$ cat src/eight_bit_tick_counter_consts.vh
`ifndef EIGHT_BIT_TICK_COUNTER_CONSTS_VH
`define EIGHT_BIT_TICK_COUNTER_CONSTS_VH

// ==========================================================
// Register indices (byte address is four times the index)
// ==========================================================
`define IDX_TICK_COUNT      8'h01
`define IDX_CONFIG          8'h02
`define IDX_IRQ_STATUS      8'h03
`define IDX_IRQ_MASK        8'h04
`define IDX_INT_CONTROL     8'h0B

// Word index sits in address bits 9:2
`define ADDR_IDX_HI         9
`define ADDR_IDX_LO         2

// ==========================================================
// Config register fields
// ==========================================================
`define CFG_CLK_SRC         5
`define CFG_EDGE_SEL        4
`define CFG_PSC_TO_WDT      3
`define CFG_PSC_HI          2
`define CFG_PSC_LO          0

// ==========================================================
// Interrupt control fields
// ==========================================================
`define ICR_OVF_IE          5
`define ICR_OVF_FLAG        2

// ==========================================================
// Status and mask layout
// ==========================================================
`define ST_OVF              0
`define ST_WDT              1
`define ST_WIDTH            2

// ==========================================================
// Reset values
// ==========================================================
`define RST_TICK_COUNT      8'h00
`define RST_CONFIG          8'hFF
`define RST_IRQ_MASK        2'h0
`define RST_PSC             8'h00

// ==========================================================
// Timing
// ==========================================================
`define TICK_MAX            8'hFF
`define INHIBIT_CYCLES      2'h2
`define INSTR_DIV_DEF       4
`define HTRANS_NONSEQ_BIT   1
`define HRESP_OKAY          1'b0

`endif

$ cat src/eight_bit_tick_counter.v
// The AHB-Lite register port was decided locally.
`timescale 1ns/10ps
`include "eight_bit_tick_counter_consts.vh"

// Summary of operation
// - Rollover FFh to 00h sets overflow flag
// - Timer mode counts instruction cycles
// - Count write stalls counting two cycles
// - Counter mode counts external pin edges
// - Edge select: clear rising, set falling
// - Overflow request masked by enable bit
// - Flag cleared only by software
// - Counter stopped during sleep
// - Prescaler serves counter or watchdog only
// - Prescaler count hidden from software
// - Eight-bit prescaler, ratio software set
module eight_bit_tick_counter #(
  parameter INSTR_DIV = `INSTR_DIV_DEF  // hclk cycles per instruction
) (
  input  wire        hclk,            // Bus clock, 40 MHz
  input  wire        hresetn,         // Async reset, active low
  input  wire        hsel,            // Slave select
  input  wire [31:0] haddr,           // Byte address
  input  wire [1:0]  htrans,          // Transfer type
  input  wire        hwrite,          // Write when high
  input  wire [2:0]  hsize,           // Transfer size
  input  wire [31:0] hwdata,          // Write data
  input  wire        hready,          // Bus ready in
  output wire        hreadyout,       // Slave ready
  output wire        hresp,           // Always OKAY
  output reg  [31:0] hrdata,          // Read data
  input  wire        ext_count_input, // External count pin
  input  wire        sleep_mode,      // Core asleep
  input  wire        wdt_tick,        // Watchdog base period pulse
  output reg         wdt_timeout,     // Watchdog expiry pulse
  output wire        irq              // Level interrupt
);

  // ========================================================
  // Declarations
  // ========================================================
  // Software-visible state
  reg  [7:0]  tick_count_reg;
  reg  [7:0]  tick_count_next;
  reg  [7:0]  config_reg;
  reg         ovf_irq_en_reg;
  reg  [`ST_WIDTH-1:0] irq_status_reg;
  reg  [`ST_WIDTH-1:0] irq_status_next;
  reg  [`ST_WIDTH-1:0] irq_mask_reg;

  // Prescaler, divider and stall state
  reg  [7:0]  psc_reg;
  reg  [7:0]  psc_next;
  reg  [1:0]  inhibit_reg;
  reg  [7:0]  div_reg;
  reg         pin_prev_reg;
  reg         psc_owner_reg;

  // Bus pipeline
  reg         wr_pend_reg;
  reg  [7:0]  wr_idx_reg;

  // Combinational helpers
  reg  [7:0]  rd_mux;
  reg         ovf_event;
  reg         wdt_event;
  reg         count_step;
  reg         psc_fire;

  // Bus decode
  wire        addr_phase;
  wire [7:0]  addr_idx;
  wire        instr_tick;

  // Configuration taps and count sources
  wire        clk_src_ext;
  wire        edge_falling;
  wire        psc_to_wdt;
  wire [2:0]  psc_sel;
  wire [7:0]  psc_mask_cnt;
  wire [7:0]  psc_mask_wdt;
  wire        pin_rise;
  wire        pin_fall;
  wire        src_event;

  // Register write strobes
  wire        wr_tick;
  wire        wr_cfg;
  wire        wr_stat;
  wire        wr_mask;
  wire        wr_icr;
  wire        ovf_req;

  // ========================================================
  // Bus slave: decode
  // ========================================================
  // Zero wait states; every access completes with OKAY
  assign hreadyout  = 1'b1;
  assign hresp      = `HRESP_OKAY;
  assign addr_phase = hsel & htrans[`HTRANS_NONSEQ_BIT] & hready;
  assign addr_idx   = haddr[`ADDR_IDX_HI:`ADDR_IDX_LO];

  // Write strobes for the data phase
  assign wr_tick = wr_pend_reg & (wr_idx_reg == `IDX_TICK_COUNT);
  assign wr_cfg  = wr_pend_reg & (wr_idx_reg == `IDX_CONFIG);
  assign wr_stat = wr_pend_reg & (wr_idx_reg == `IDX_IRQ_STATUS);
  assign wr_mask = wr_pend_reg & (wr_idx_reg == `IDX_IRQ_MASK);
  assign wr_icr  = wr_pend_reg & (wr_idx_reg == `IDX_INT_CONTROL);

  // Hold a write address until its data phase
  always @(posedge hclk or negedge hresetn) begin
    if (!hresetn) begin
      wr_pend_reg <= 1'b0;
      wr_idx_reg  <= 8'h00;
    end else begin
      wr_pend_reg <= addr_phase & hwrite;
      if (addr_phase) begin
        wr_idx_reg <= addr_idx;
      end
    end
  end

  // Read mux; prescaler count never appears here
  always @* begin
    rd_mux = 8'h00;
    case (addr_idx)
      `IDX_TICK_COUNT:  rd_mux = tick_count_reg;
      `IDX_CONFIG:      rd_mux = config_reg;
      `IDX_IRQ_STATUS:  rd_mux = {6'h00, irq_status_reg};
      `IDX_IRQ_MASK:    rd_mux = {6'h00, irq_mask_reg};
      `IDX_INT_CONTROL: begin
        rd_mux[`ICR_OVF_IE]   = ovf_irq_en_reg;
        rd_mux[`ICR_OVF_FLAG] = irq_status_reg[`ST_OVF];
      end
      default:          rd_mux = 8'h00;
    endcase
  end

  // Read data latched at the address phase
  always @(posedge hclk or negedge hresetn) begin
    if (!hresetn) begin
      hrdata <= 32'h00000000;
    end else if (addr_phase & ~hwrite) begin
      hrdata <= {24'h000000, rd_mux};
    end
  end

  // ========================================================
  // Instruction cycle divider
  // ========================================================
  // One-cycle enable at the instruction rate
  assign instr_tick = (div_reg == INSTR_DIV[7:0] - 8'h01);

  // Free-running, also in sleep, so the post-write stall still drains
  always @(posedge hclk or negedge hresetn) begin
    if (!hresetn) begin
      div_reg <= 8'h00;
    end else if (instr_tick) begin
      div_reg <= 8'h00;
    end else begin
      div_reg <= div_reg + 8'h01;
    end
  end

  // ========================================================
  // Configuration
  // ========================================================
  // Field taps of the configuration register
  assign clk_src_ext  = config_reg[`CFG_CLK_SRC];
  assign edge_falling = config_reg[`CFG_EDGE_SEL];
  assign psc_to_wdt   = config_reg[`CFG_PSC_TO_WDT];
  assign psc_sel      = config_reg[`CFG_PSC_HI:`CFG_PSC_LO];

  // Counter ratio 2..256, watchdog ratio 1..128
  assign psc_mask_cnt = ({psc_mask_wdt[6:0], 1'b1});
  assign psc_mask_wdt = (8'h01 << psc_sel) - 8'h01;

  // Control registers written from the data phase
  always @(posedge hclk or negedge hresetn) begin
    if (!hresetn) begin
      config_reg     <= `RST_CONFIG;
      ovf_irq_en_reg <= 1'b0;
      irq_mask_reg   <= `RST_IRQ_MASK;
    end else begin
      if (wr_cfg) begin
        config_reg <= hwdata[7:0];
      end
      if (wr_icr) begin
        ovf_irq_en_reg <= hwdata[`ICR_OVF_IE];
      end
      if (wr_mask) begin
        irq_mask_reg <= hwdata[`ST_WIDTH-1:0];
      end
    end
  end

  // ========================================================
  // Source events
  // ========================================================
  // Previous pin level for edge detection
  always @(posedge hclk or negedge hresetn) begin
    if (!hresetn) begin
      pin_prev_reg <= 1'b0;
    end else begin
      pin_prev_reg <= ext_count_input;
    end
  end

  // Raw edges; the pin is taken as synchronous, so no extra stage
  assign pin_rise = ext_count_input & ~pin_prev_reg;
  assign pin_fall = ~ext_count_input & pin_prev_reg;

  // Pick the source; sleep silences both
  assign src_event = sleep_mode ? 1'b0 :
                     clk_src_ext ?
                       (edge_falling ? pin_fall
                                     : pin_rise) :
                       instr_tick;

  // ========================================================
  // Shared prescaler
  // ========================================================
  // Only one owner at a time; the other bypasses it
  always @* begin
    psc_next  = psc_reg;
    psc_fire  = 1'b0;
    wdt_event = 1'b0;
    if (psc_owner_reg != psc_to_wdt) begin
      psc_next = `RST_PSC;  // Flush on hand-over to avoid a short first period
    end else if (psc_to_wdt) begin
      if (wdt_tick) begin
        psc_next  = psc_reg + 8'h01;
        wdt_event = ((psc_reg & psc_mask_wdt) == psc_mask_wdt);
      end
    end else if (wr_tick) begin
      psc_next = `RST_PSC;
    end else if (src_event & (inhibit_reg == 2'h0)) begin
      psc_next = psc_reg + 8'h01;
      psc_fire = ((psc_reg & psc_mask_cnt) == psc_mask_cnt);
    end
    // Counter owns the prescaler: watchdog sees raw ticks
    if (!psc_to_wdt) begin
      wdt_event = wdt_tick;
    end
  end

  // Prescaler state and the registered expiry pulse
  always @(posedge hclk or negedge hresetn) begin
    if (!hresetn) begin
      psc_reg       <= `RST_PSC;
      psc_owner_reg <= 1'b1;
      wdt_timeout   <= 1'b0;
    end else begin
      psc_reg       <= psc_next;
      psc_owner_reg <= psc_to_wdt;
      wdt_timeout   <= wdt_event;
    end
  end

  // ========================================================
  // Tick counter
  // ========================================================
  // Advance decision: direct or through prescaler
  always @* begin
    count_step = 1'b0;
    if (inhibit_reg == 2'h0) begin
      // Prescaler elsewhere: every source event is a step
      if (psc_to_wdt) begin
        count_step = src_event;
      end else begin
        count_step = psc_fire;
      end
    end
  end

  // Next count; a bus write beats any step in the same cycle
  always @* begin
    tick_count_next = tick_count_reg;
    ovf_event       = 1'b0;
    if (wr_tick) begin
      tick_count_next = hwdata[7:0];
    end else if (count_step) begin
      tick_count_next = tick_count_reg + 8'h01;
      ovf_event       = (tick_count_reg == `TICK_MAX);
    end
  end

  // Post-write stall counted in instruction cycles
  always @(posedge hclk or negedge hresetn) begin
    if (!hresetn) begin
      tick_count_reg <= `RST_TICK_COUNT;
      inhibit_reg    <= 2'h0;
    end else begin
      tick_count_reg <= tick_count_next;
      if (wr_tick) begin
        inhibit_reg <= `INHIBIT_CYCLES;
      end else if (instr_tick & (inhibit_reg != 2'h0)) begin
        inhibit_reg <= inhibit_reg - 2'h1;
      end
    end
  end

  // ========================================================
  // Interrupt status
  // ========================================================
  // Set wins over any clear in the same cycle
  always @* begin
    irq_status_next = irq_status_reg;
    if (wr_stat) begin
      irq_status_next = irq_status_reg & ~hwdata[`ST_WIDTH-1:0];
    end
    // Writing zero to the flag bit also clears it
    if (wr_icr & ~hwdata[`ICR_OVF_FLAG]) begin
      irq_status_next[`ST_OVF] = 1'b0;
    end
    // Software may set the flag, e.g. to test its handler
    if (wr_icr & hwdata[`ICR_OVF_FLAG]) begin
      irq_status_next[`ST_OVF] = 1'b1;
    end
    if (ovf_event) begin
      irq_status_next[`ST_OVF] = 1'b1;
    end
    if (wdt_event & psc_to_wdt) begin
      irq_status_next[`ST_WDT] = 1'b1;
    end else if (wdt_event) begin
      irq_status_next[`ST_WDT] = 1'b1;
    end
  end

  // Sticky status flops
  always @(posedge hclk or negedge hresetn) begin
    if (!hresetn) begin
      irq_status_reg <= {`ST_WIDTH{1'b0}};
    end else begin
      irq_status_reg <= irq_status_next;
    end
  end

  // Overflow needs both its mask bit and its enable
  assign ovf_req = irq_status_reg[`ST_OVF] & irq_mask_reg[`ST_OVF]
                 & ovf_irq_en_reg;
  assign irq = ovf_req
             | (irq_status_reg[`ST_WDT] & irq_mask_reg[`ST_WDT]);

endmodule // eight_bit_tick_counter

$ cat config.mk
export PLATFORM = sky130hd
export DESIGN_NAME = eight_bit_tick_counter
export DESIGN_NICKNAME = d
export VERILOG_FILES = /design/src/eight_bit_tick_counter.v
export VERILOG_INCLUDE_DIRS = /design/src
export SDC_FILE = /design/constraint.sdc
export NUM_CORES = 1
export LEC_CHECK = 0
export ABC_AREA = 1
export BUFFER_PORTS_ARGS = -buffer_cell sky130_fd_sc_hd__buf_2
export CAP_MARGIN = 5
export CORE_MARGIN = 8
export CORE_UTILIZATION = 45
export CTS_BUF_LIST = sky130_fd_sc_hd__clkbuf_16
export DETAILED_ROUTE_END_ITERATION = 12
export HOLD_SLACK_MARGIN = 0.02
export PLACE_DENSITY_LB_ADDON = 0.1
export SLEW_MARGIN = 20
export SYNTH_ARGS = -nofsm -noshare
export SYNTH_HDL_FRONTEND = slang
export SYNTH_SLANG_ARGS = --single-unit
$ cat constraint.sdc
create_clock -name hclk -period 2 [get_ports hclk]
set_input_delay 0.1 -clock hclk [delete_from_list [all_inputs] [get_ports hclk]]
set_output_delay 0.1 -clock hclk [all_outputs]
set_load 0.005 [all_outputs]
==> results of run 1 <==
[metal layers]
metal  GRT usage, %  wire length, microns  vias to the layer above
li1               -                     -                     1505
met2           25.0                  3730                       61
met5              0                     0                        -
met1           19.2                  3740                     1353
met4           5.89                   110                        0
met3           4.34                   443                       10
[logic make-up after synthesis]
logic type / count (synthesis) / synth area share (%)
AOI/OAI and AO/OA: 64 / 10.2
xor gates and xnor gates: 13 / 3.26
adders and majority gates: 4 / 1.43
buffers and inverters: 92 / 13.1
DFF: 59 / 42.6
muxes: 1 / 0.322
other: 2 / 0.215
and+or+nand+nor: 224 / 28.8
[layout make-up]
type	instances	area share, %
tap	102	3.19
clock inverter	7	1.47
timing repair buffer	43	6.13
sequential	59	37.2
multi-input combinational	332	40.9
clock buffer	9	5.63
inverter	58	5.44
[worst min-delay path, stage by stage]
cell and delay [ns]:
buf_2 0.12, nand3_1 0.07, nand2_1 0.05
[power groups by stage]
stage	combinational, mW	clock [mW]	sequential [mW]
after floorplan	0.799	0	1.65
after global placement	0.920	0	1.73
after detailed placement	0.947	0	1.73
after CTS	0.961	1.50	1.72
after global routing	1.12	1.56	1.76
final	0.950	1.47	1.72
[synth_stat cells, types with 5 or more instances]
cell / count
dfrtp_1: 50
buf_4: 27
nor3_1: 9
nand3_1: 36
nand2_1: 126
a31oi_1: 5
o21ai_0: 36
nand4_1: 6
o21ai_2: 6
inv_1: 56
a21oi_1: 12
xor2_1: 11
dfstp_2: 9
nor2_1: 31
[path summary, 6_finish.rpt]
| path | start | end | slack (ns) | depth (start not counted) |
|---|---|---|---|---|
| max | config_reg[2]$_DFFE_PN1P_ | tick_count_reg[2]$_DFFE_PN0P_ | 0.25 | 10 |
| min | hwdata[3] | config_reg[3]$_DFFE_PN1P_ | 0.02 | 3 |
| max reg2reg | config_reg[2]$_DFFE_PN1P_ | tick_count_reg[2]$_DFFE_PN0P_ | 0.25 | 10 |
| min reg2reg | config_reg[3]$_DFFE_PN1P_ | psc_owner_reg$_DFF_PN1_ | 0.40 | 0 |
| max in group asynchronous | hresetn | config_reg[6]$_DFFE_PN1P_ | 0.98 | 3 |
| min in group asynchronous | hresetn | wr_idx_reg[7]$_DFFE_PN0P_ | 0.28 | 2 |
[timing repair]
item	in CTS	in global routing
resized for setup	0	0
hold buffers	3	0
hold endpoints to repair	22	0
setup buffers	0	0
==> qor.yml, run 1 <==
logic_synthesis:
  yosys_warnings: 0
  yosys.area.top_type_share_pct: 35.8
  synthTopCellsByArea: "dfrtp_1, nand2_1, dfstp_2"
  synth_area_leader_cell: "dfrtp_1"
  yosysUniqueCellTypes: 36
  ys_seq_elements: 59
  synth_area_per_cell_sq_um: 7.61
  synth_cells: 459
  synth_edf_count: 0
  async_reset_ff_share_pct: 100
  synthFlopType: "dfrtp_1"
  syn_area_sq_mm: 0.00349
  seq_area_frac_synth_pct: 42.6
placement:
  dpl.cell_count: 591
  hpwl_microns: 6100
  placement.io_buffers: 34
  place_area_sq_mm: 0.00369
  gp_congestion: 0.805
  pre_cts_ws_ns: 0.294
routing:
  drt_pass1_iterations: 4
  vias: 2929
  drc_errors: 0
  vias_per_cell: 4.80
  route.final.wire_length_microns: 8020
  wire_per_inst_microns: 13.1
  drt_iter0_markers: 154
  drtAntennaViolNets: 0
pwr:
  p_total_mw: 4.14
  power.share.switching_pct: 32.4
  clock_power_share_pct: 35.4
  p_leak_nw: 2.12
  ir_drop_uv: 583
  p_per_area_mw_per_mm2: 1030
  p_sw_mw: 1.34
  seqPwrFrac_pct: 41.6
  power.internal_mw: 2.79
  p_comb_share_pct: 23.0
finish:
  finalNonFillerCells: 610
  insertedDiodeCount: 0
  fin_util_pct: 52.6
  regArea_sq_mm: 0.00149
  fin_area_sq_mm: 0.00400
  drive_gt1_share_pct: 16.7
  layout_common_cells: "nand2_1, inv_1, dfrtp_1"
  multi_input_area_sq_mm: 0.00164
  final_common_cell: "nand2_1"
  nets: 584
  area_growth_pct: 14.5
  fillers: 775
global_routing:
  grtUsageTotal_pct: 15.5
  grt-ovfl-total: 0
  grt_max_degree: 24
  first_global_vias: 3000
  grt_pass1_wl_microns: 14000
  antenna_found_initial: 0
clock_tree:
  cts_buffer_depth: 2
  clk_pin_slew_worst_paths_ns: 0.05
  cts_made_buffers: 9
  root_buffer: "clkbuf_16"
  htree_levels: 3
  cts_tree: "built"
  insertion_delay_ns: 0.32
  clock-sinks: 59
setup_path:
  path_max_fanout: 10
  crit_path_top_delay_cell: "dfstp_2"
  critical-path-top-delay-family: "simple AND/OR/NAND/NOR gates"
  start_kind: "flop"
  crit_path_frequent_cell: "nand2_1"
  crit_required_ns: 2.21
  critPathMaxStageDelay_ns: 0.62
  crit_type: "flop to flop"
  path_cells: "inv_1 -> or2_2 -> nand2_1 -> nor2_1 -> nand3_2 -> nand2_2 -> nand2_4 -> nand2_4 -> nand2_1 -> nand2_1"
  arrival_ns: 1.96
  crit_buf_inv: 1
  cp-end-kind: "flop"
sta:
  period_share_pct: 87.3
  max_slew_margin_pct: 65.1
  hold_violations: 0
  finalSetupViolCount: 0
  skew_ns: 0.00673
  hold_slack_ns: 0.0245
  rsz0062_at_grt: "false"
  clock.fmax_ghz: 0.573
  finalWorstSetupSlack_ns: 0.255
  timing.setup.tns_ns: 0
  worst_pin_slew_ns: 0.518
  drv_slew: 0
  period_minus_slack_ns: 1.75
floorplan:
  initial_utilization_pct: 45.9
  core_area_sq_mm: 0.00761
  die_w_microns: 104
  dieHeight_microns: 104
  dieArea_sq_mm: 0.0108
  num_rows: 32
  io_pins: 113
status:
  status: "completed"
hold_path:
  hold_class: "input pin to flop"
run:
  cap_viol_max_count: 0
Power figures use the tool's default switching activity.
==> run 2, diff against run 1 <==
--- a/config.mk
+++ b/config.mk
@@ -6,11 +6,10 @@
 export SDC_FILE = /design/constraint.sdc
 export NUM_CORES = 1
 export LEC_CHECK = 0
-export ABC_AREA = 1
 export BUFFER_PORTS_ARGS = -buffer_cell sky130_fd_sc_hd__buf_2
 export CAP_MARGIN = 5
 export CORE_MARGIN = 8
-export CORE_UTILIZATION = 45
+export CORE_UTILIZATION = 50
 export CTS_BUF_LIST = sky130_fd_sc_hd__clkbuf_16
 export DETAILED_ROUTE_END_ITERATION = 12
 export HOLD_SLACK_MARGIN = 0.02
==> run 2 against run 1 <==
Net effect: setup slack got worse by 0.23 ns; synthesized area shrank 6.1%; synthesized cell count down 29%; clock power rose by 8%; clock-buffer cell count unchanged; clock skew fell by 0.0033 ns; non-clock buffer count rose by 30; via count fell by 10%; core utilization grew 12 points; hold slack improved by 0.0068 ns; sequential cell count stayed put; largest cell class unchanged.
==> qor.yml, run 2 <==
status:
  status: "completed"
logic_synthesis:
  synth_area_leader_cell: "dfrtp_1"
  async_reset_ff_share_pct: 100  # unchanged
  synthTopCellsByArea: "dfrtp_1, dfstp_2, mux2_2"
  yosys_warnings: 0  # unchanged
  yosys.area.top_type_share_pct: 38.1  # +2.3 points
  seq_area_frac_synth_pct: 45.3  # +2.7 points
  synthFlopType: "dfrtp_1"
  synth_cells: 325  # -29%
  netlist_top_cells_count: "dfrtp_1, nor2_1, buf_4"
  synth_edf_count: 0  # unchanged
  yosysUniqueCellTypes: 60  # +67%
  synth.most_common_cell: "dfrtp_1"
  synth_area_per_cell_sq_um: 10.1  # +33%
  syn_area_sq_mm: 0.00328  # -6.1%
  ys_seq_elements: 59  # unchanged
setup_path:
  arrival_ns: 2.23  # +0.27 ns
  path_max_fanout: 5  # -5
  cp-end-kind: "flop"
  worstRegToRegCells: 8  # -2
  crit_path_top_delay_cell: "or4_1"
  critical-path-top-delay-family: "simple AND/OR/NAND/NOR gates"
  r2r-end: "tick_count_reg[0]$_DFFE_PN0P_"
  crit_type: "flop to flop"
  start_kind: "flop"
  r2r-start: "div_reg[1]$_DFF_PN0_"
  crit_buf_inv: 2  # +1
  critPathMaxStageDelay_ns: 0.45  # -0.17 ns
  crit_required_ns: 2.26  # +0.05 ns
  reg2reg_slack_ns: 0.03  # -0.23 ns
  path_cells: "ha_4 -> nor4b_4 -> a21oi_2 -> nor3_4 -> buf_4 -> inv_2 -> or4_1 -> nand3_1"
sta:
  rsz0062_at_grt: "true"
  period_share_pct: 98.6  # +11 points
  max_slew_margin_pct: 66.6  # +1.5 points
  worst_pin_slew_ns: 0.494  # -0.0243 ns
  hold_violations: 0  # unchanged
  skew_ns: 0.00341  # -0.00332 ns
  clock.fmax_ghz: 0.507  # -11%
  period_minus_slack_ns: 1.97  # +0.226 ns
  finalSetupViolCount: 0  # unchanged
  drv_slew: 0  # unchanged
clock_tree:
  clk_pin_slew_worst_paths_ns: 0.05  # about the same
  cts_tree: "built"
  insertion_delay_ns: 0.32  # about the same
  cts_buffer_depth: 2  # unchanged
  clock-sinks: 59  # unchanged
  cts_made_buffers: 9  # unchanged
  htree_levels: 3  # unchanged
  root_buffer: "clkbuf_16"
hold_path:
  hold_class: "input pin to flop"
  whs_endpoint: "config_reg[3]$_DFFE_PN1P_"
  worstHoldStart: "hwdata[3]"
  whs_path_depth: 2  # -1
placement:
  gp_congestion: 0.836  # +3.9%
  placement.io_buffers: 34  # unchanged
  dpl.cell_count: 452  # -24%
  hpwl_microns: 5400  # -11%
routing:
  met1_length_microns: 3520  # -5.9%
  met3WireLength_microns: 557  # +26%
  wire_per_inst_microns: 15.8  # +20%
  wl_met2_microns: 3400  # -8.8%
  drc_errors: 0  # unchanged
  vias: 2622  # -10%
  vias_per_cell: 5.46  # +14%
  highest_layer: "met4"
  drtAntennaViolNets: 0  # unchanged
  drt_pass1_iterations: 5  # +1
  route.final.wire_length_microns: 7560  # -5.7%
  drt_iter0_markers: 106  # -31%
floorplan:
  die_w_microns: 97.0  # -6.8%
  core_area_sq_mm: 0.00635  # -17%
  io_pins: 113  # unchanged
  num_rows: 29  # -9.4%
  dieArea_sq_mm: 0.00941  # -13%
  dieHeight_microns: 97.0  # -6.8%
  initial_utilization_pct: 51.7  # +5.8 points
pwr:
  ir_drop_uv: 579  # -0.69%
  p_total_mw: 3.62  # -13%
  p_per_area_mw_per_mm2: 886  # -14%
  p_leak_nw: 1.85  # -13%
global_routing:
  grt_max_degree: 60  # +150%
  first_global_vias: 2524  # -16%
  grtUsageTotal_pct: 16.1  # +0.63 points
  grt_pass1_wl_microns: 12400  # -12%
  grt-ovfl-total: 0  # unchanged
  antenna_found_initial: 0  # unchanged
finish:
  layout_common_cells: "dfrtp_1, buf_2, nor2_1"
  insertedDiodeCount: 0  # unchanged
  nets: 479  # -18%
  drive_gt1_share_pct: 32.3  # +16 points
  finalNonFillerCells: 480  # -21%
  multi_input_area_sq_mm: 0.00166  # +1.1%
  final_common_cell: "dfrtp_1"
  area_growth_pct: 24.4
  regArea_sq_mm: 0.00149  # unchanged
  fillers: 522  # -33%
run:
  cap_viol_max_count: 0  # unchanged
-- run 2: cell count changes in the layout (fill, tap and decap cells not counted), sizes merged, moves of 5 or more --
cell         before  now
nand3            38   17
and3              0    7
dlygate4sd3       3    8
nand2           130   24
inv              58    6
or3               0    6
o21ai            44   23
mux2              1   19
buf              40   65
-- run 2: layer usage --
layer  vias to the layer above  GRT usage [%]
met5                         -              0
met4                         0           5.33
met3                        11           5.90
met2                        81           23.8
met1                      1265           21.3
li1                       1265              -
-- run 2: through the flow --
| stage | hold WS, ns | setup TNS [ns] | worst slack [ns] | area [sq um] | utilization [%] |
|---|---|---|---|---|---|
| final | 0.0313 | 0 | 0.0289 | 4080 | 64.3 |
| after global routing | 0.0298 | -0.458 | -0.0958 | 4080 | 64.3 |
| after CTS | 0.0217 | 0 | 0.000711 | 4010 | 63.2 |
| after detailed placement | 0.131 | -0.160 | -0.0607 | 3610 | 56.9 |
| after global placement | 0.130 | -0.154 | -0.0649 | 3610 | 56.9 |
| after floorplan | -0.196 | 0 | 0.0912 | 3370 | - |
-- run 2: worst max-delay path by stage --
stage | start | cells past startpoint | to | slack (ns)
after floorplan | div_reg[0]$_DFF_PN0_ | 7 | tick_count_reg[0]$_DFFE_PN0P_ | 0.09
after global placement | div_reg[0]$_DFF_PN0_ | 7 | tick_count_reg[6]$_DFFE_PN0P_ | -0.06
after detailed placement | div_reg[0]$_DFF_PN0_ | 7 | tick_count_reg[6]$_DFFE_PN0P_ | -0.06
after CTS | div_reg[0]$_DFF_PN0_ | 7 | tick_count_reg[6]$_DFFE_PN0P_ | 0.0007
after global routing | div_reg[1]$_DFF_PN0_ | 8 | tick_count_reg[0]$_DFFE_PN0P_ | -0.1
final | div_reg[1]$_DFF_PN0_ | 8 | tick_count_reg[0]$_DFFE_PN0P_ | 0.03
-- run 2: logic make-up after synthesis --
kind of cell             Yosys count  synth area share [%]
multiplexers                      21                  7.13
AND/OR/NAND/NOR                  119                  20.0
buffers and inverters             41                  8.50
flip-flops                        59                  45.3
AO/OA/AOI/OAI                     65                  13.6
adder cells (fa/ha/maj)            4                  1.52
other                              2                 0.229
XOR/XNOR                          14                  3.73
-- run 2: area by class of cell --
type	count	area share, %
clock inverters	7	2.02
inverters	6	0.552
clock buffers	9	5.52
repair buffers	73	12.5
flip-flops and latches	59	36.4
well taps	77	2.36
multi-input cells	249	40.6
-- run 2: power by group --
group	switching (mW)	total [mW]	internal (mW)
logic	0.274	0.536	0.262
clock network	0.521	1.59	1.07
registers	0.142	1.49	1.34
-- run 2: what timing repair did --
action,CTS,global route
endpoints found under the hold margin,57,0
hold buffers,8,0
gates resized for setup,3,9
pin swaps,2,6
setup buffers,0,4
setup endpoints to repair,5,8
==> run 3, diff against run 2 <==
--- a/config.mk
+++ b/config.mk
@@ -6,10 +6,11 @@
 export SDC_FILE = /design/constraint.sdc
 export NUM_CORES = 1
 export LEC_CHECK = 0
+export ABC_AREA = 1
 export BUFFER_PORTS_ARGS = -buffer_cell sky130_fd_sc_hd__buf_2
 export CAP_MARGIN = 5
 export CORE_MARGIN = 8
-export CORE_UTILIZATION = 50
+export CORE_UTILIZATION = 51
 export CTS_BUF_LIST = sky130_fd_sc_hd__clkbuf_16
 export DETAILED_ROUTE_END_ITERATION = 12
 export HOLD_SLACK_MARGIN = 0.02
==> run 3 against run 2 <==
Net effect: total power grew 17%; clock-buffer cell count unchanged; die area rose by 3.6%; final cell count increased by 23%; critical path type unchanged; largest power group is now sequential cells; highest routed layer unchanged.
==> qor.yml, run 3 (synthesis gave the netlist of run 1 again) <==
setup_path:
  arrival_ns: 1.95  # -0.28 ns
  crit_type: "flop to flop"
  start_kind: "flop"
  crit_required_ns: 2.21  # -0.05 ns
  path_max_fanout: 10  # +5
  cp-end-kind: "flop"
routing:
  vias: 2946  # +12%
  drtAntennaViolNets: 0  # unchanged
  drt_iter0_markers: 171  # +61%
  vias_per_cell: 4.99  # -8.6%
  route.final.wire_length_microns: 7790  # +3.0%
  drc_errors: 0  # unchanged
  wire_per_inst_microns: 13.2  # -16%
  drt_pass1_iterations: 4  # -1
finish:
  final_common_cell: "nand2_1"
  nets: 586  # +22%
  insertedDiodeCount: 0  # unchanged
  area_growth_pct: 15.0
  drive_gt1_share_pct: 16.5  # -16 points
  layout_common_cells: "nand2_1, inv_1, dfrtp_1"
  fillers: 633  # +21%
sta:
  clock.fmax_ghz: 0.577  # +14%
  finalWorstSetupSlack_ns: 0.266  # +0.237 ns
  rsz0062_at_grt: "false"
  hold_violations: 0  # unchanged
  period_minus_slack_ns: 1.73  # -0.237 ns
  drv_slew: 0  # unchanged
  timing.setup.tns_ns: 0  # unchanged
  finalSetupViolCount: 0  # unchanged
  max_slew_margin_pct: 50.1  # -17 points
  worst_pin_slew_ns: 0.749  # +0.255 ns
  period_share_pct: 86.7  # -12 points
  skew_ns: 0.00319  # -0.000225 ns
clock_tree:
  clk_pin_slew_worst_paths_ns: 0.05  # about the same
  root_buffer: "clkbuf_16"
  htree_levels: 3  # unchanged
  cts_buffer_depth: 2  # unchanged
  cts_tree: "built"
  cts.repair.resized: 0  # -3
  insertion_delay_ns: 0.32  # about the same
  clock-sinks: 59  # unchanged
  post_cts_buffers: 0  # unchanged
  cts_made_buffers: 9  # unchanged
  cts_hold_buf: 5  # -3
pwr:
  p_leak_nw: 2.14  # +16%
  clock_power_share_pct: 37.3  # -6.8 points
  p_per_area_mw_per_mm2: 1060  # +19%
  power.internal_mw: 2.92  # +9.2%
  ir_drop_uv: 677  # +17%
  power.share.switching_pct: 31.1  # +5.2 points
  seqPwrFrac_pct: 40.3  # -0.8 points
  p_sw_mw: 1.32  # +41%
  p_comb_share_pct: 22.4  # +7.6 points
floorplan:
  dieHeight_microns: 98.8  # +1.8%
  initial_utilization_pct: 52.0  # +0.31 points
  core_area_sq_mm: 0.00672  # +5.8%
  die_w_microns: 98.8  # +1.8%
  dieArea_sq_mm: 0.00976  # +3.6%
  num_rows: 30  # +3.4%
  io_pins: 113  # unchanged
hold_path:
  hold_class: "input pin to flop"
global_routing:
  first_global_vias: 2850  # +13%
  antenna_found_initial: 0  # unchanged
  grtUsageTotal_pct: 16.7  # +0.60 points
  busiest_layer: "met2"
  grt_pass1_wl_microns: 13300  # +7.5%
  met2_usage_pct: 26.6  # +2.8 points
  grtUsageMet3_pct: 4.30  # -1.6 points
  grt-ovfl-total: 0  # unchanged
  grt_use_met1_pct: 21.0  # -0.24 points
  grt_max_degree: 60  # unchanged
placement:
  hpwl_microns: 5790  # +7.2%
  gp_congestion: 0.812  # -2.9%
  placement.io_buffers: 34  # unchanged
  pre_cts_ws_ns: 0.275  # +0.336 ns
run:
  cap_viol_max_count: 0  # unchanged
status:
  status: "completed"
-- run 3: path summary, 6_finish.rpt --
check	startpoint	end	slack, ns	cells after the start
worst min-delay path	hwdata[6]	config_reg[6]$_DFFE_PN1P_	0.03	3
worst max register to register	config_reg[2]$_DFFE_PN1P_	tick_count_reg[0]$_DFFE_PN0P_	0.27	10
worst max-delay path	config_reg[2]$_DFFE_PN1P_	tick_count_reg[0]$_DFFE_PN0P_	0.27	10
worst min register to register	config_reg[3]$_DFFE_PN1P_	psc_owner_reg$_DFF_PN1_	0.41	0
min in group asynchronous	hresetn	wr_idx_reg[7]$_DFFE_PN0P_	0.46	3
max in group asynchronous	hresetn	tick_count_reg[4]$_DFFE_PN0P_	1.04	3
-- run 3: per-layer routing --
layer  vias up  share of wire, %
met5         -                 0
met4         0               2.2
met3        13               5.0
met2        69                47
met1      1351                46
li1       1513                 -
-- run 3: power by group through the flow --
stage                     Combinational (mW)  Clock (mW)  Sequential (mW)
after floorplan                        0.799           0             1.65
after global placement                 0.912           0             1.72
after detailed placement               0.936           0             1.73
after CTS                              0.953        1.62             1.71
after global routing                    1.11        1.66             1.75
final                                  0.951        1.59             1.71
-- run 3: final cells by class --
| cell class | count | area [sq um] | area share, % |
|---|---|---|---|
| clock buffer | 9 | 225 | 5.60 |
| clock inverter | 7 | 85.1 | 2.12 |
| inverter | 58 | 218 | 5.42 |
| multi-input combinational | 332 | 1640 | 40.8 |
| sequential | 59 | 1490 | 37.0 |
| tap | 80 | 100 | 2.49 |
| timing repair buffer | 45 | 265 | 6.60 |
-- run 3: critical path, stage by stage, from the launching register on --
cell	delay (ns)
dfstp_2	0.62
inv_1	0.07
or2_2	0.28
nand2_1	0.07
nor2_1	0.05
nand3_2	0.07
nand2_2	0.08
nand2_4	0.14
nand2_4	0.11
nand2_1	0.09
nand2_1	0.05
-- run 3: stage by stage --
step | area [sq um] | power, mW | utilization [%] | cells | hold WS, ns
2_1_floorplan | 3580 | 2.45 | - | 483 | -0.196
3_3_place_gp | 3660 | 2.63 | 54.5 | 569 | 0.230
3_5_place_dp | 3660 | 2.66 | 54.5 | 569 | 0.233
4_1_cts | 4020 | 4.28 | 59.8 | 590 | 0.0263
5_1_grt | 4020 | 4.52 | 59.8 | 590 | 0.0479
6_report | 4020 | 4.25 | 59.8 | 590 | 0.0251
